==> config.mk <==
export PLATFORM = sky130hd
export DESIGN_NAME = ppac_top
export DESIGN_NICKNAME = d
export VERILOG_FILES = /design/src/verilog/ppac_pkg.sv /design/src/verilog/ppac_qual.sv /design/src/verilog/ppac_strap.sv /design/src/verilog/ppac_top.sv
export SDC_FILE = /design/constraint.sdc
export NUM_CORES = 1
export LEC_CHECK = 0
export ABC_AREA = 0
export BUFFER_PORTS_ARGS = -buffer_cell sky130_fd_sc_hd__buf_2
export CAP_MARGIN = 20
export CORE_ASPECT_RATIO = 1.4
export CORE_MARGIN = 2
export CORE_UTILIZATION = 45
export DETAILED_ROUTE_END_ITERATION = 7
export HOLD_SLACK_MARGIN = 0.05
export PLACE_DENSITY = 0.65
export RECOVER_POWER = 50
export REMOVE_ABC_BUFFERS = 1
export SLEW_MARGIN = 40
export SYNTH_ARGS = -nofsm -noshare
export SYNTH_HDL_FRONTEND = slang
export SYNTH_SLANG_ARGS = --single-unit
==> constraint.sdc <==
create_clock -name pclk -period 4.25 [get_ports pclk]
set_clock_uncertainty 0.05 [all_clocks]
set_input_delay 0.85 -clock pclk [delete_from_list [all_inputs] [get_ports pclk]]
set_output_delay 0.85 -clock pclk [all_outputs]
set_load 0.02 [all_outputs]
==> src/verilog/ppac_pkg.sv <==
// Shared constants and carriers for the dual port power attach control.
// Assumes a 10 MHz pclk; analog comparators arrive as synchronous levels.
package ppac_pkg;
	// ==========================================================
	// Clock and timing
	localparam int unsigned CLK_NS = 100;
	localparam int unsigned ATT_QUAL_NS = 200000;
	localparam int unsigned REM_QUAL_NS = 300000;
	localparam int unsigned SHORT_RSP_NS = 1500;
	localparam int unsigned OC_PERSIST_NS = 50000;
	localparam int unsigned DISCH_NS = 200000;
	localparam int unsigned RISE_NS = 100000;
	// Least times round up, the response bound rounds down
	localparam int unsigned ATT_QUAL_CYC = (ATT_QUAL_NS + CLK_NS - 1) / CLK_NS;
	localparam int unsigned REM_QUAL_CYC = (REM_QUAL_NS + CLK_NS - 1) / CLK_NS;
	localparam int unsigned SHORT_RSP_CYC =
		(SHORT_RSP_NS / CLK_NS) > 0 ? SHORT_RSP_NS / CLK_NS : 1;
	localparam int unsigned OC_PERSIST_CYC =
		(OC_PERSIST_NS + CLK_NS - 1) / CLK_NS;
	localparam int unsigned DISCH_CYC = (DISCH_NS + CLK_NS - 1) / CLK_NS;
	localparam int unsigned RISE_CYC = (RISE_NS + CLK_NS - 1) / CLK_NS;
	localparam int unsigned TMR_W = 12;

	// ==========================================================
	// Register map (byte addresses) and fields
	localparam logic [7:0] OFS_CFG = 8'h00;
	localparam logic [7:0] OFS_LIM = 8'h04;
	localparam logic [7:0] OFS_STAT = 8'h08;
	localparam logic [7:0] OFS_STRAP = 8'h0c;
	localparam int unsigned CFG_SWEN0 = 0;
	localparam int unsigned CFG_DETDIS = 6;
	localparam int unsigned CFG_PINIGN = 7;
	localparam logic [7:0] CFG_RST = 8'h43;
	localparam logic [7:0] LIM_RST = 8'h77;
	localparam int unsigned LIM_W = 4;
	localparam int unsigned STAT_W = 8;
	localparam int unsigned ST_ATT = 0;
	localparam int unsigned ST_REM = 1;
	localparam int unsigned ST_ERR = 2;
	localparam int unsigned ST_STATE = 4;
	localparam int unsigned STRAP_MA = 16;
	localparam logic [2:0] LIM_CC_MAX = 3'h4;

	// ==========================================================
	// Types
	typedef enum logic [1:0] {
		PPAC_DETECT,
		PPAC_ACTIVE,
		PPAC_DISCH,
		PPAC_ERROR
	} ppac_state_e;

	typedef struct packed {
		logic load_gt_attach;
		logic load_lt_removal;
		logic over_limit;
		logic vs_ok;
		logic temp_hot;
		logic vbus_low;
		logic vbus_dischd;
	} ppac_sense_s;

	typedef struct packed {
		logic bypass_on;
		logic switch_on;
		logic discharge_on;
		logic soft_start;
		logic cc_mode;
		logic limit_active;
		logic bypass_cap;
		logic attach_cap;
		logic [2:0] limit_code;
	} ppac_drive_s;

	typedef struct packed {
		logic [2:0] hw_limit;
		logic enable_low;
		logic bus_mode;
		logic valid;
	} ppac_strap_s;
endpackage : ppac_pkg

==> src/verilog/ppac_qual.sv <==
// Qualification timer: one pulse once a condition has held N cycles.
// Assumes cond is synchronous to clk.
`timescale 1ns/1ps
`default_nettype none
module ppac_qual
	import ppac_pkg::*;
#(
	parameter int unsigned N = 1
) (
	input wire logic clk,
	input wire logic rst_n,
	input wire logic run,
	input wire logic cond,
	output logic hit
);
	localparam logic [TMR_W-1:0] LAST = TMR_W'(N - 1);
	logic [TMR_W-1:0] cnt_r;

	// ==========================================================
	// Count while armed; any dropout restarts the window
	always_ff @(posedge clk or negedge rst_n) begin
		if (!rst_n) begin
			cnt_r <= '0;
		end else if (!(run && cond)) begin
			cnt_r <= '0;
		end else if (cnt_r != LAST + 1'b1) begin
			cnt_r <= cnt_r + 1'b1;
		end
	end

	// Single pulse so the event is not repeated while held
	assign hit = run && cond && (cnt_r == LAST);
endmodule : ppac_qual
`default_nettype wire

==> src/verilog/ppac_strap.sv <==
// Power-up strap capture and decode into limit, polarity and mode.
// Assumes the strap pins are stable by the first edge after reset.
`timescale 1ns/1ps
`default_nettype none
module ppac_strap
	import ppac_pkg::*;
(
	input wire logic clk,
	input wire logic rst_n,
	input wire logic [3:0] mode_limit_strap,
	output var ppac_strap_s strap,
	output logic [11:0] hw_limit_ma
);
	logic [3:0] code_r;
	logic done_r;

	// ==========================================================
	// Caught once by a clocked edge after release, never by reset
	always_ff @(posedge clk or negedge rst_n) begin
		if (!rst_n) begin
			code_r <= 4'h0;
			done_r <= 1'b0;
		end else if (!done_r) begin
			code_r <= mode_limit_strap;
			done_r <= 1'b1;
		end
	end

	// Upper half of the codes flips polarity and drops the bus
	assign strap.hw_limit = code_r[2:0];
	assign strap.enable_low = code_r[3];
	assign strap.bus_mode = !code_r[3];
	assign strap.valid = done_r;

	// Limit in milliamperes, for software reading
	always_comb begin
		unique case (code_r[2:0])
			3'h0: hw_limit_ma = 12'h212;
			3'h1: hw_limit_ma = 12'h3c0;
			3'h2: hw_limit_ma = 12'h42e;
			3'h3: hw_limit_ma = 12'h500;
			3'h4: hw_limit_ma = 12'h640;
			3'h5: hw_limit_ma = 12'h852;
			3'h6: hw_limit_ma = 12'ha6e;
			3'h7: hw_limit_ma = 12'hc80;
		endcase
	end
endmodule : ppac_strap
`default_nettype wire

==> src/verilog/ppac_top.sv <==
// Dual port power switch control: states, attach/removal, limiting.
// Assumes synchronous comparator inputs per port and an APB master.
//
// Operation
// - Detection off after reset until bit cleared
// - Bypass and port switch never both closed
// - Detect feeds bypass, Active feeds port switch
// - Bypass on: cap current, detection runs
// - Qualified load in Detect sets attach
// - Attach current cap until switch enabled
// - After attach, enable and supply close switch
// - Qualified low load flags removal
// - Removal: open, flag, discharge, back to Detect
// - Switch closed in Active except discharging
// - Strap sampled once after power-up
// - Software limit clamped to strap limit
// - Sixteen codes: eight limits, two polarities
// - Limit fast, persistent overcurrent goes Error
// - Soft start on switch enable
// - Limiting mode applied while switch closed
// - Trip opens switch, Error, fault alert
// - Constant current only at limit up to 1.6A
// - Constant current opens on heat or low VBUS
// - Polarity selects bus or stand-alone mode
// - Alert open drain, released once all clear
`timescale 1ns/1ps
`default_nettype none
module ppac_top
	import ppac_pkg::*;
(
	input wire logic pclk,
	input wire logic presetn,
	input wire logic psel,
	input wire logic penable,
	input wire logic pwrite,
	input wire logic [7:0] paddr,
	input wire logic [31:0] pwdata,
	output logic [31:0] prdata,
	output logic pready,
	output logic pslverr,
	input wire logic [3:0] mode_limit_strap,
	input wire logic port1_enable_in,
	input wire logic port2_enable_in,
	input wire ppac_sense_s [1:0] port_sense,
	output var ppac_drive_s [1:0] port_drive,
	output logic [1:0] fault_alert_n_out,
	output logic [1:0] fault_alert_n_oe_n,
	output logic [1:0] attach_flag_n
);
	// ==========================================================
	// Address decode, shared by read and write paths
	function automatic logic mapped(input logic [7:0] a);
		return a == OFS_CFG || a == OFS_LIM || a == OFS_STAT ||
			a == OFS_STRAP;
	endfunction

	function automatic logic [2:0] clamp(input logic [2:0] req,
		input logic [2:0] hw);
		return (req > hw) ? hw : req;
	endfunction

	ppac_strap_s strap;
	logic [11:0] hw_limit_ma;
	logic [7:0] cfg_r;
	logic [7:0] lim_r;
	logic [31:0] prdata_r;
	logic wr_en;
	logic rd_setup;
	logic [1:0] pin_en;
	logic [STAT_W-1:0] stat_rd [2];
	logic [2:0] eff_lim [2];
	logic [2*STAT_W-1:0] stat_bus;

	// ==========================================================
	// Shared strap decode
	ppac_strap u_strap (
		.clk(pclk),
		.rst_n(presetn),
		.mode_limit_strap(mode_limit_strap),
		.strap(strap),
		.hw_limit_ma(hw_limit_ma)
	);

	// ==========================================================
	// APB slave: zero wait states, error on unmapped address
	assign pready = 1'b1;
	assign pslverr = psel && penable && !mapped(paddr);
	assign wr_en = psel && penable && pwrite && mapped(paddr);
	assign rd_setup = psel && !penable && !pwrite;
	assign prdata = prdata_r;

	// Configuration register; detection starts disabled
	always_ff @(posedge pclk or negedge presetn) begin
		if (!presetn) begin
			cfg_r <= CFG_RST;
		end else if (wr_en && paddr == OFS_CFG) begin
			cfg_r <= pwdata[7:0];
		end
	end

	// Requested limits; clamped on use so a later strap still caps
	always_ff @(posedge pclk or negedge presetn) begin
		if (!presetn) begin
			lim_r <= LIM_RST;
		end else if (wr_en && paddr == OFS_LIM) begin
			lim_r <= pwdata[7:0];
		end
	end

	assign stat_bus = {stat_rd[1], stat_rd[0]};

	// Read data latched in setup so it is stable in access
	always_ff @(posedge pclk or negedge presetn) begin
		if (!presetn) begin
			prdata_r <= 32'h0;
		end else if (rd_setup) begin
			unique case (paddr)
				OFS_CFG: prdata_r <= {24'h0, cfg_r};
				OFS_LIM: prdata_r <= {25'h0, eff_lim[1], 1'b0,
					eff_lim[0]};
				OFS_STAT: prdata_r <= {16'h0, stat_bus};
				OFS_STRAP: prdata_r <= {4'h0, hw_limit_ma, 10'h0,
					strap.valid, strap.bus_mode, strap.enable_low,
					strap.hw_limit};
				default: prdata_r <= 32'h0;
			endcase
		end
	end

	// Pins folded to active-high by the strapped polarity
	assign pin_en[0] = port1_enable_in ^ strap.enable_low;
	assign pin_en[1] = port2_enable_in ^ strap.enable_low;

	// ==========================================================
	// Per-port control, one independent copy each
	for (genvar p = 0; p < 2; p++) begin : g_port
		ppac_state_e st_r;
		ppac_state_e st_nxt;
		logic armed_r;
		logic att_r;
		logic rem_r;
		logic err_r;
		logic [TMR_W-1:0] ss_r;
		logic [TMR_W-1:0] tmr_r;
		logic [TMR_W-1:0] oc_r;
		logic en;
		logic en_d_r;
		logic det_en;
		logic att_hit;
		logic rem_hit;
		logic sw_on;
		logic cc_ok;
		logic oc_fast;
		logic oc_trip;
		logic cc_fail;
		logic to_disch;
		logic to_err;
		logic clr_att;
		logic clr_rem;
		logic clr_err;
		ppac_sense_s s;

		assign s = port_sense[p];
		assign det_en = !cfg_r[CFG_DETDIS];
		// Stand-alone ignores software enables entirely
		assign en = strap.valid && (strap.bus_mode ?
			((cfg_r[CFG_PINIGN] || pin_en[p]) && cfg_r[CFG_SWEN0 + p]) :
			pin_en[p]);
		assign eff_lim[p] = strap.bus_mode ?
			clamp(lim_r[p*LIM_W +: 3], strap.hw_limit) :
			strap.hw_limit;

		// Attach only qualifies while parked in Detect
		ppac_qual #(.N(ATT_QUAL_CYC)) u_att (
			.clk(pclk),
			.rst_n(presetn),
			.run(det_en && st_r == PPAC_DETECT && !armed_r),
			.cond(s.load_gt_attach),
			.hit(att_hit)
		);

		// Removal watched in Active and in an armed Detect
		ppac_qual #(.N(REM_QUAL_CYC)) u_rem (
			.clk(pclk),
			.rst_n(presetn),
			.run(det_en && ((st_r == PPAC_DETECT && armed_r) ||
				st_r == PPAC_ACTIVE)),
			.cond(s.load_lt_removal),
			.hit(rem_hit)
		);

		// Switch closed only in Active; discharge is its own state
		assign sw_on = (st_r == PPAC_ACTIVE);
		assign cc_ok = eff_lim[p] <= LIM_CC_MAX;
		assign oc_fast = sw_on && s.over_limit;
		assign oc_trip = oc_fast && !cc_ok;
		// Constant current still gives up if it overheats or sags
		assign cc_fail = sw_on && cc_ok &&
			(s.temp_hot || s.vbus_low ||
			oc_r == TMR_W'(OC_PERSIST_CYC));

		// ==========================================================
		// Next state
		always_comb begin
			st_nxt = st_r;
			unique case (st_r)
				PPAC_DETECT: begin
					if (rem_hit) begin
						st_nxt = PPAC_DISCH;
					end else if (en && s.vs_ok &&
						(!det_en || armed_r || att_hit)) begin
						st_nxt = PPAC_ACTIVE;
					end
				end
				PPAC_ACTIVE: begin
					if (oc_trip || cc_fail) begin
						st_nxt = PPAC_ERROR;
					end else if (rem_hit || (en_d_r && !en) ||
						!s.vs_ok) begin
						st_nxt = PPAC_DISCH;
					end
				end
				PPAC_DISCH: begin
					if (tmr_r == TMR_W'(DISCH_CYC - 1)) begin
						st_nxt = s.vbus_dischd ? PPAC_DETECT :
							PPAC_ERROR;
					end
				end
				PPAC_ERROR: begin
					// Recovery always passes through a discharge
					if (!err_r) begin
						st_nxt = PPAC_DISCH;
					end
				end
			endcase
		end
		assign to_disch = st_nxt == PPAC_DISCH && st_r != PPAC_DISCH;
		assign to_err = st_nxt == PPAC_ERROR && st_r != PPAC_ERROR;

		always_ff @(posedge pclk or negedge presetn) begin
			if (!presetn) begin
				st_r <= PPAC_DETECT;
			end else begin
				st_r <= st_nxt;
			end
		end

		// Attach memory inside the block; dropped on every discharge
		always_ff @(posedge pclk or negedge presetn) begin
			if (!presetn) begin
				armed_r <= 1'b0;
			end else if (to_disch) begin
				armed_r <= 1'b0;
			end else if (att_hit) begin
				armed_r <= 1'b1;
			end
		end

		// Discharge timer
		always_ff @(posedge pclk or negedge presetn) begin
			if (!presetn) begin
				tmr_r <= '0;
			end else if (st_r != PPAC_DISCH) begin
				tmr_r <= '0;
			end else begin
				tmr_r <= tmr_r + 1'b1;
			end
		end

		// Soft start loaded on every entry to Active
		always_ff @(posedge pclk or negedge presetn) begin
			if (!presetn) begin
				ss_r <= '0;
			end else if (st_nxt == PPAC_ACTIVE && st_r != PPAC_ACTIVE) begin
				ss_r <= TMR_W'(RISE_CYC);
			end else if (ss_r != '0) begin
				ss_r <= ss_r - 1'b1;
			end
		end

		// Persistence of an overcurrent held under constant current
		always_ff @(posedge pclk or negedge presetn) begin
			if (!presetn) begin
				oc_r <= '0;
			end else if (!oc_fast) begin
				oc_r <= '0;
			end else if (oc_r != TMR_W'(OC_PERSIST_CYC)) begin
				oc_r <= oc_r + 1'b1;
			end
		end

		// Enable history; discharge fires on the inactive edge only
		always_ff @(posedge pclk or negedge presetn) begin
			if (!presetn) begin
				en_d_r <= 1'b0;
			end else begin
				en_d_r <= en;
			end
		end

		// ==========================================================
		// Sticky status; a set in the clearing cycle wins
		assign clr_att = wr_en && paddr == OFS_STAT &&
			pwdata[p*STAT_W + ST_ATT];
		assign clr_rem = wr_en && paddr == OFS_STAT &&
			pwdata[p*STAT_W + ST_REM];
		assign clr_err = wr_en && paddr == OFS_STAT &&
			pwdata[p*STAT_W + ST_ERR];

		always_ff @(posedge pclk or negedge presetn) begin
			if (!presetn) begin
				att_r <= 1'b0;
			end else if (att_hit) begin
				att_r <= 1'b1;
			end else if (clr_att) begin
				att_r <= 1'b0;
			end
		end

		always_ff @(posedge pclk or negedge presetn) begin
			if (!presetn) begin
				rem_r <= 1'b0;
			end else if (rem_hit) begin
				rem_r <= 1'b1;
			end else if (clr_rem) begin
				rem_r <= 1'b0;
			end
		end

		always_ff @(posedge pclk or negedge presetn) begin
			if (!presetn) begin
				err_r <= 1'b0;
			end else if (to_err) begin
				err_r <= 1'b1;
			end else if (clr_err) begin
				err_r <= 1'b0;
			end
		end

		assign stat_rd[p] = {2'b00, 2'(st_r), 1'b0, err_r, rem_r,
			!att_r};
		assign attach_flag_n[p] = !att_r;

		// ==========================================================
		// Switch drive; bypass gated by the port switch itself
		assign port_drive[p].switch_on = sw_on;
		assign port_drive[p].bypass_on = (st_r == PPAC_DETECT) &&
			!sw_on;
		assign port_drive[p].discharge_on = (st_r == PPAC_DISCH);
		assign port_drive[p].soft_start = sw_on && ss_r != '0;
		assign port_drive[p].cc_mode = sw_on && cc_ok;
		assign port_drive[p].limit_active = oc_fast;
		assign port_drive[p].bypass_cap = (st_r == PPAC_DETECT);
		assign port_drive[p].attach_cap = !sw_on;
		assign port_drive[p].limit_code = eff_lim[p];

		// Open drain: pull low while in error or error flag not cleared
		assign fault_alert_n_out[p] = 1'b0;
		assign fault_alert_n_oe_n[p] = !(err_r ||
			st_r == PPAC_ERROR);
	end
endmodule : ppac_top
`default_nettype wire
# After elaboration in Yosys (flattened, before gate mapping)
# Memories as Yosys holds them, arrays and structs flattened.
# Cells that the tools add are included.
# W data, S select, Z words.
[totals] mem_count=1 romBits=88 inputBits=65 output_inout_bits=62 word_cells=258 ff_bits=186
[classes] add_sub_neg=10 n_reduce_logical=116 n_eq_ne=41 bitwise=2 mux=57 magnitude_cmp=4
[mem_list] name="(no name shown)" depth=8 word_bits=11 rd=1 rd_ports_with_merged_regs=0 wr=0 line="ppac_strap.sv:37" rtl="unique case (code_r[2:0])"
[op_table] operator="$mux W12" count=18
[op_table] operator="$pmux W28 S4" count=1
[op_table] operator="$add A12 B1 Y12 const B" count=8
[op_table] operator="$logic_and A1 B1 Y1" count=59
[op_table] operator="$eq A12 B11 Y1 const B" count=4
[op_table] operator="$mux W2" count=14
[op_table] operator="$eq A12 B12 Y1 const B" count=2
[op_table] operator="$eq A12 B9 Y1 const B" count=2
[op_table] operator="$ne A12 B11 Y1 const B" count=2
[op_table] operator="$ne A12 B12 Y1 const B" count=2
[op_table] operator="$ne A12 B9 Y1 const B" count=2
[op_table] operator="$reduce_bool A12 Y1" count=2
[op_table] operator="$sub A12 B1 Y12 const B" count=2
[op_table] operator="$logic_or A1 B1 Y1" count=23
[op_table] operator="$reduce_bool A2 Y1" count=10
[op_table] operator="$logic_not A1 Y1" count=19
[op_table] operator="$mux W1" count=18
[op_table] operator="$eq A2 B2 Y1 const B" count=8
[op_table] operator="$eq A8 B4 Y1 const B" count=2
[op_table] operator="$ne A2 B2 Y1 const B" count=8
[op_table] operator="$pmux W2 S4" count=2
[op_table] operator="$mux W3" count=4
[op_table] operator="$eq A2 B1 Y1 const B" count=4
[op_table] operator="$eq A8 B3 Y1 const B" count=1
[op_table] operator="6 further kinds" count=13

# Longest topological paths before layout
# Gate-level depths: netlist of the first run.
[depth] depth_word=15 mapped_depth=10 mapped_depth_nobuf=9

# By module
# A second synthesis of the first run with hierarchy kept.
[unflattened] cells_unflattened=971 hier_area_um2=9556.7
[by_module_without_submodules] mod="ppac_top" n_inst=1 cells_per_inst=658 area_per_inst_um2=6501.2 seq_area_each_um2=3139.3
[by_module_without_submodules] mod="ppac_qual (g_port[0].u_att ...)" n_inst=2 cells_per_inst=70 area_per_inst_um2=675.6 seq_area_each_um2=300.3
[by_module_without_submodules] mod="ppac_qual (g_port[0].u_rem ...)" n_inst=2 cells_per_inst=70 area_per_inst_um2=671.9 seq_area_each_um2=300.3
[by_module_without_submodules] mod="ppac_strap" n_inst=1 cells_per_inst=33 area_per_inst_um2=360.3 seq_area_each_um2=125.1

# Worst setup path before layout of the first run
# No wires, ideal clock.
[synth_timing] kind="flip-flop to output port" startpoint="register u_strap.code_r[2]" endpoint="output port_drive[17] (netlist name)" path_buffers=1 required_time_ns=3.350 path_slack_ns=1.252 arrival_time_ns=2.098 stages_incl_launch_ff=8 cell_sequence="dfrtp_1 -> clkbuf_1 -> inv_1 -> ha_1 -> a211oi_1 -> a21oi_1 -> o221ai_1 -> and2_1"
[synth_lines] item="start: declaration" line="ppac_strap.sv:14" rtl="logic [3:0] code_r;"
[synth_lines] item="start signal: assignment" line="ppac_strap.sv:24" rtl="code_r <= mode_limit_strap;"
[synth_lines] item="end: declaration" line="ppac_top.sv:45" rtl="output var ppac_drive_s [1:0] port_drive,"

==> impl_metrics.toml, run 1 <==
[setup_path]
arrival_ns = 3.06
reg2reg_depth = 9
worst_ep_required_time_ns = 3.35
crit_path_end_kind = "output port"
crit_fanout = 8
critPathLaunchType = "register"
critical_path_class = "register to output port"

[global_routing]
grt_first_pass_wirelength_um = 31600
first_global_vias = 6557
overflow = 0
grt_usage_pct = 18.9
grt_max_degree = 76
grt_antenna_before_repair = 6

[floorplan]
rows = 61
ios = 127
start_util_pct = 45.5
core_area_um2 = 19800
die_area_um2 = 21100
die_h_um = 171
die_x_um = 123

[place]
dp_cells = 1235
io_buffers = 94
hpwlAfterDp_um = 13800
place_congestion = 0.829

[clock_tree]
cts_inserted_buffers = 17
cts.sinks = 175
clk_pin_slew_ns = 0.06
clk_latency_ns = 0.43
cts_resized = 0
root_buffer = "clkbuf_16"
cts_max_level = 4
cts_buffer_depth = 2
cts_tree = "done"
post_cts_buffers = 0
cts_hold_buffers = 0

[synthesis]
synthCells = 916
async_flop_share_pct = 100
yosysMostFrequentCell = "dfrtp_1"
yosys.cell_types.count = 66
synth_edf_count = 0
synth_area_leaders = "dfrtp_1 (46%), nor2_1 (5.5%), xor2_1 (4.9%)"
synth_seq_cells = 175
synth_common_cells = "dfrtp_1 (166), nor2_1 (132), nand2_1 (73), nand3_1 (55), xor2_1 (50)"
synth_flop_cell = "dfrtp_1"
synth_warnings = 0
syn_area_per_cell_um2 = 9.81
synthesis.area_um2 = 8990
yosysTopAreaCell = "dfrtp_1"
yosysSeqAreaShare_pct = 48.9
synth_top_cell_area_share_pct = 46.2

[sta]
final_hold_viol_count = 0
setup_tns_ns = 0
min_period_over_period_pct = 93.1
worst_pin_slew_ns = 1.80
slew_headroom_pct = -19.8
slew_viol_final = 103
rsz0062_at_grt = "false"
period_minus_slack_ns = 3.96
setup_viol = 0
fmax_mhz = 253

[hold_path]
min_delay_path_depth = 1
hold_class = "register to register"

[outcome]
status = "finished with violations"
violations = "max-capacitance violations, max-slew violations"

[routing]
route.detailed.drc = 0
wire_per_inst_um = 14.9
num_vias = 6758
viasPerCell = 5.32
wl_um = 18900
drt-pass1-iter-count = 8
drtIter0Drc = 351
ant_nets = 0

[layout]
seqCellArea_um2 = 4390
multiInputGateArea_um2 = 4240
final_cell_count_no_fill = 1270
n_fill_cell = 1798
drive_gt1_share_pct = 17.9
syn_to_final_growth_pct = 14.6
fin_nets = 1094

[pwr]
total_power_w = 0.00387
pwr_density_cell_nw_per_um2 = 376
worst_ir_drop_vdd_mv = 0.225
p_leak_nw = 4.64

[flow_run]
maxCapViolations = 2
## flip-flops by register name, summed over array words and instances (netlist names)
| name | cells |
|---|---|
| g_port.oc_r | 24 |
| g_port.ss_r | 24 |
| g_port.tmr_r | 24 |
| g_port.u_att.cnt_r | 24 |
| g_port.u_rem.cnt_r | 24 |
| prdata | 22 |
| cfg_r | 8 |
| lim_r | 6 |
| g_port.st_r | 4 |
| u_strap.code_r | 4 |
| g_port.armed_r | 2 |
| g_port.att_r | 2 |
| g_port.en_d_r | 2 |
| g_port.err_r | 2 |
| g_port.rem_r | 2 |
| u_strap.done_r | 1 |
## power breakdown
group | switching (W) | total [W] | internal, W
sequential | 0.0000727 | 0.00180 | 0.00172
combinational | 0.000236 | 0.000365 | 0.000129
clock | 0.000644 | 0.00171 | 0.00107
total | 0.000953 | 0.00387 | 0.00292
## through the flow
step / setup slack, ns / hold slack, ns / cell area (µm²) / util [%]
floorplan: 1.37 / 0.374 / 8790 / -
global placement: 0.848 / 0.394 / 9640 / 48.8
detailed placement: 0.746 / 0.408 / 9650 / 48.8
CTS: 0.268 / 0.400 / 10300 / 52.1
global route: 0.0224 / 0.437 / 10300 / 52.1
finish: 0.294 / 0.413 / 10300 / 52.1
## critical path: stages, from the launching register on
cell and delay (ns):
dfrtp_1 0.48, inv_1 0.20, ha_1 0.36, a211oi_1 0.44, a21oi_1 0.22, o221ai_1 0.55
and2_1 0.21, buf_2 0.16
## cell type report
cell class	instances	share of cell area, %
Multi-Input combinational cell	663	41.2
Clock buffer	24	4.87
Inverter	43	1.57
Tap cell	252	3.06
Antenna cell	3	0.0729
Timing Repair Buffer	102	5.19
Clock inverter	8	1.47
Sequential cell	175	42.6
## per-layer routing
layer  GRT usage [%]  up-vias  wire length, µm
met5               0        -               23
met4            6.87        4              365
met3            4.58       27              895
met2            31.8      125             9490
met1            23.4     3281             8140
li1                -     3321                -
## final timing paths
path	start	to	slack, ns
worst min-delay path	g_port[1].tmr_r[0]$_DFF_PN0_	g_port[1].tmr_r[0]$_DFF_PN0_	0.41
worst min register to register	g_port[1].tmr_r[0]$_DFF_PN0_	g_port[1].tmr_r[0]$_DFF_PN0_	0.41
worst max-delay path	u_strap.code_r[2]$_DFFE_PN0N_	port_drive[17]	0.29
max in group asynchronous	presetn	g_port[0].tmr_r[4]$_DFF_PN0_	1.07
min in group asynchronous	presetn	g_port[0].oc_r[4]$_DFFE_PN0P_	0.83
worst max register to register	u_strap.code_r[2]$_DFFE_PN0N_	g_port[0].err_r$_DFFE_PN0P_	0.89
## cells in the final DEF (no fill, tap or decap), drive strengths merged, types with 4 or more instances in the layout
master and n:
dfstp 9, or2 6, nor2 133, mux2i 13, nand2 74, a211oi 6, o31ai 4, bufinv 4
and2 6, xnor2 33, nand3 55, and3 19, nand2b 5, ha 27, and4b 6, inv 44
a21o 4, o21ai 20, a21oi 23, xor2 50, nand4 15, or3 12, or4 5, a31oi 6
a22o 16, nand3b 5, nor4 10, mux2 23, dfrtp 166, buf 100, nor3 24, clkbuf 26
conb 12, nor3b 5, nor2b 6
## logic make-up (layout without fill, tap and decap cells)
kind of cell             count (synthesis)  count (layout)  synth area share (%)
AO/OA/AOI/OAI                          109             109                  8.72
XOR/XNOR                                83              83                  8.09
adder cells (fa/ha/maj)                 27              27                  3.76
buffers and inverters                   88             177                  4.41
flip-flops                             175             175                  48.9
multiplexers                            37              37                  4.58
other                                    2              15                0.0836
AND/OR/NAND/NOR                        395             395                  21.5
(Power assumes the default switching activity.)
==> inputs of run 2 (changes only) <==
- clock period: 4.25 -> 4.81 ns (I/O delays scaled with it)
==> run 2 against run 1 <==
- the flow still finishes with violations (max-capacitance violations, max-slew violations)
- final area fell by 0.87%
- sequential share of layout area rose by 0.38 points
- cell count fell by 0.16%
- combinational power fell by 11%
- register-to-register slack improved by 0.54 ns
- via count fell by 0.56%
- global-route usage fell by 0.14 points
- critical path depth did not move
==> impl_metrics.toml, run 2 (synthesized netlist as in run 1, its figures left out) <==
[sta]
final_hold_viol_count = 0
min_period_over_period_pct = 84.2
period_minus_slack_ns = 4.05
worst_pin_slew_ns = 1.93
fmax_mhz = 247
setup_viol = 0
slew_viol_final = 152
slew_headroom_pct = -28.4
rsz0062_at_grt = "false"
setup_tns_ns = 0

[floorplan]
start_util_pct = 45.5
die_x_um = 123
rows = 61
core_area_um2 = 19800
die_area_um2 = 21100
ios = 127
die_h_um = 171

[clock_tree]
post_cts_buffers = 0
cts_buffer_depth = 2
root_buffer = "clkbuf_16"
cts_tree = "done"
cts_resized = 0
cts.sinks = 175
clk_latency_ns = 0.42
clk_pin_slew_ns = 0.06
cts_inserted_buffers = 17
cts_hold_buffers = 0
cts_max_level = 4

[setup_path]
arrival_ns = 3.04
critPathLaunchType = "register"
critical_path_class = "register to output port"
worst_ep_required_time_ns = 3.80
crit_fanout = 8
crit_path_top_delay_cell = "o221ai_1"
crit_path_cell_trace = "inv_1 -> ha_1 -> a211oi_1 -> a21oi_1 -> o221ai_1 -> and2_1 -> buf_2"
crit_path_end_kind = "output port"
slowest_delay_ns = 0.53
cp_top_family = "compound AO/OA/AOI/OAI gates"
cp_num_buf_inv = 2

[layout]
drive_gt1_share_pct = 18.0
fin_nets = 1092
n_fill_cell = 1795
final_cell_mix = "dfrtp_1 (166), nor2_1 (132), buf_2 (94), nand2_1 (72), nand3_1 (55)"
syn_to_final_growth_pct = 13.6
layout_commonest_cell = "dfrtp_1"

[routing]
ant_nets = 0
drtIter0Drc = 372
drt-pass1-iter-count = 4
viasPerCell = 5.30
num_vias = 6720
route.detailed.drc = 0
wire_per_inst_um = 15.0
wl_um = 19000

[global_routing]
grt_max_degree = 107
grt_first_pass_wirelength_um = 31300
grt_antenna_before_repair = 5
overflow = 0
grt_usage_pct = 18.8
first_global_vias = 6376

[pwr]
worst_ir_drop_vdd_mv = 0.242
total_power_w = 0.00327
p_leak_nw = 4.61
pwr_density_cell_nw_per_um2 = 320

[place]
place_congestion = 0.820
hpwlAfterDp_um = 13600
io_buffers = 94

[flow_run]
maxCapViolations = 2

[hold_path]
hold_class = "register to register"

[outcome]
violations = "max-capacitance violations, max-slew violations"
status = "finished with violations"
-- run 2: stage by stage --
step           hold WS, ns  cell area, µm²  util (%)  setup slack [ns]  std cells
6_report             0.424           10200      51.7             0.759       1268
5_1_grt              0.441           10200      51.6             0.495       1266
4_1_cts              0.427           10200      51.7             0.764       1264
3_5_place_dp         0.399            9650      48.8              1.24       1232
3_3_place_gp         0.397            9620      48.6              1.30       1230
2_1_floorplan        0.374            8790         -              1.82        881
-- run 2: power breakdown --
group / switching, W / internal [W] / leakage [nW] / total [W]
logic: 0.000210 / 0.000114 / 2.03 / 0.000324
clock network: 0.000566 / 0.000784 / 0.291 / 0.00135
registers: 0.0000671 / 0.00152 / 2.28 / 0.00159
-- run 2: layout make-up --
| class | instances | area (µm²) | share of cell area (%) |
|---|---|---|---|
| antenna | 3 | 7.51 | 0.0735 |
| clock buffer | 24 | 502 | 4.91 |
| clock inverter | 8 | 76.3 | 0.747 |
| inverter | 43 | 161 | 1.58 |
| multi-input combinational | 663 | 4250 | 41.6 |
| sequential | 175 | 4390 | 43.0 |
| tap | 252 | 315 | 3.09 |
| timing repair buffer | 100 | 507 | 4.96 |
-- run 2: layer usage --
layer | track usage, % | wire length (µm)
met5 | 0 | 24
met2 | 31.2 | 9590
met1 | 24.1 | 8410
met4 | 6.42 | 259
met3 | 3.98 | 741
-- run 2: path summary, 6_finish.rpt --
check                                                   start                              endpoint  slack, ns  cells after the start
max in group asynchronous                             presetn  g_port[1].u_rem.cnt_r[2]$_DFFE_PN0P_       1.30                      2
worst min-delay path                    prdata[4]$_DFFE_PN0P_                 prdata[4]$_DFFE_PN0P_       0.42                      2
worst max-delay path            u_strap.code_r[2]$_DFFE_PN0N_                        port_drive[17]       0.76                      7
worst min register to register          prdata[4]$_DFFE_PN0P_                 prdata[4]$_DFFE_PN0P_       0.42                      2
min in group asynchronous                             presetn         g_port[0].oc_r[8]$_DFFE_PN0P_       0.81                      1
worst max register to register  u_strap.code_r[2]$_DFFE_PN0N_           g_port[0].err_r$_DFFE_PN0P_       1.43                      9
-- run 2: tightest hold or removal path, stage by stage, from the launching register on --
cell and delay [ns]:
dfrtp_1 0.34, nand2_1 0.05, o21ai_0 0.06
==> inputs of run 3 (changes only) <==
- clock period: 4.81 -> 3.9 ns (I/O delays scaled with it)
==> run 3 against run 2 <==
- the flow still finishes with violations (max-capacitance violations, max-slew violations)
- die area unchanged
- sequential cell count unchanged
- first-iteration DRC count shrank 13%
- hold slack got worse by 0.014 ns
- count of clock-buffer cells in the layout shrank 1
- power rose by 25%
- cell count increased by 0.47%
- worst setup slack got worse by 0.45 ns
- critical path depth increased by 1
- critical path type unchanged
- largest power group unchanged
==> impl_metrics.toml, run 3 (synthesized netlist as in run 1, its figures left out) <==
[sta]
period_minus_slack_ns = 3.59
rsz0062_at_grt = "false"
slew_headroom_pct = -21.1
setup_tns_ns = 0
slew_viol_final = 74
final_hold_viol_count = 0
min_period_over_period_pct = 92.0
fmax_mhz = 279
setup_viol = 0
worst_pin_slew_ns = 1.82

[place]
io_buffers = 94
hpwlAfterDp_um = 13900
place_congestion = 0.826

[routing]
wire_per_inst_um = 14.9
drt-pass1-iter-count = 5
route.detailed.drc = 0
ant_nets = 0
drtIter0Drc = 325
viasPerCell = 5.28
num_vias = 6725
wl_um = 19000

[setup_path]
slowest_delay_ns = 0.46
crit_fanout = 8
timing.rr.start = "u_strap.code_r[2]$_DFFE_PN0N_"
critical_path_class = "register to output port"
cp_top_family = "compound AO/OA/AOI/OAI gates"
critPathLaunchType = "register"
crit_path_cell_trace = "inv_1 -> ha_1 -> a211oi_1 -> a21oi_1 -> o221ai_1 -> buf_4 -> and2_1 -> buf_2"
worst_ep_required_time_ns = 3.07
crit_path_top_delay_cell = "dfrtp_1"
startpoint = "u_strap.code_r[2]$_DFFE_PN0N_"
crit_path_end_kind = "output port"
arrival_ns = 2.76
cp_num_buf_inv = 3

[layout]
n_fill_cell = 1836
fin_util_pct = 52.0
syn_to_final_growth_pct = 14.3
final_cell_mix = "dfrtp_1 (166), nor2_1 (132), buf_2 (93), nand2_1 (72), nand3_1 (55)"
seqCellArea_um2 = 4390
drive_gt1_share_pct = 18.4
layout_commonest_cell = "dfrtp_1"
fin_nets = 1098
multiInputGateArea_um2 = 4250

[hold_path]
hold_class = "register to register"
hp-start = "g_port[0].tmr_r[0]$_DFF_PN0_"

[global_routing]
grt_first_pass_wirelength_um = 32200
grt_max_degree = 74
overflow = 0
grt_antenna_before_repair = 5
first_global_vias = 6645
grt_usage_pct = 19.2

[clock_tree]
cts_inserted_buffers = 17
post_cts_buffers = 0
root_buffer = "clkbuf_16"
cts_resized = 0
cts.sinks = 175
clk_pin_slew_ns = 0.06
cts_max_level = 4
cts_buffer_depth = 2
clk_latency_ns = 0.42
cts_tree = "done"
cts_hold_buffers = 0

[outcome]
status = "finished with violations"
violations = "max-capacitance violations, max-slew violations"

[pwr]
pwr_density_cell_nw_per_um2 = 397
worst_ir_drop_vdd_mv = 0.300
p_leak_nw = 4.64

[floorplan]
die_h_um = 171
start_util_pct = 45.5
core_area_um2 = 19800
die_x_um = 123
die_area_um2 = 21100
ios = 127
rows = 61

[flow_run]
maxCapViolations = 1
[run 3: worst paths after layout]
check / end / slack, ns / cells past startpoint
worst min-delay path: g_port[0].tmr_r[0]$_DFF_PN0_ / 0.41 / 1
worst max-delay path: port_drive[17] / 0.31 / 8
worst max register to register: g_port[0].err_r$_DFFE_PN0P_ / 0.75 / 9
min in group asynchronous: g_port[0].oc_r[3]$_DFFE_PN0P_ / 0.78 / 1
max in group asynchronous: g_port[1].u_rem.cnt_r[0]$_DFFE_PN0P_ / 0.88 / 2
worst min register to register: g_port[0].tmr_r[0]$_DFF_PN0_ / 0.41 / 1
[run 3: through the flow]
stage | setup WS, ns | hold WS [ns] | area (µm²) | instances | total power [W]
finish | 0.311 | 0.410 | 10300 | 1274 | 0.00408
global route | 0.0614 | 0.446 | 10300 | 1272 | 0.00428
CTS | 0.159 | 0.342 | 10300 | 1271 | 0.00414
detailed placement | 0.581 | 0.399 | 9700 | 1239 | 0.00240
global placement | 0.632 | 0.394 | 9690 | 1238 | 0.00239
floorplan | 1.09 | 0.374 | 8790 | 881 | 0.00222
[run 3: worst reg2reg max path, stage by stage (launching register included)]
cell	delay, ns
dfrtp_1	0.46
inv_1	0.20
ha_1	0.36
a211oi_1	0.42
nand3_1	0.19
a221oi_2	0.42
mux2i_1	0.31
a21boi_0	0.27
inv_1	0.09
a32o_1	0.27
[run 3: area by class of cell]
cell class,count,share of cell area [%]
Sequential cell,175,42.7
Multi-Input combinational cell,663,41.3
Timing Repair Buffer,106,5.37
Clock buffer,23,4.85
Tap cell,252,3.07
Inverter,43,1.57
Clock inverter,9,1.02
Antenna cell,3,0.0731
[run 3: layer usage]
metal  up-vias  global-route usage [%]  routed length, µm
met3        29                    4.21                720
met1      3242                    24.2               8480
met4         4                    6.82                369
met2       110                    32.4               9410
met5         -                       0                 31
li1       3340                       -                  -
[run 3: report_power, final]
group | switching [W] | internal (W)
sequential | 0.0000802 | 0.00188
clock | 0.000697 | 0.00103
combinational | 0.000258 | 0.000141
total | 0.00104 | 0.00305
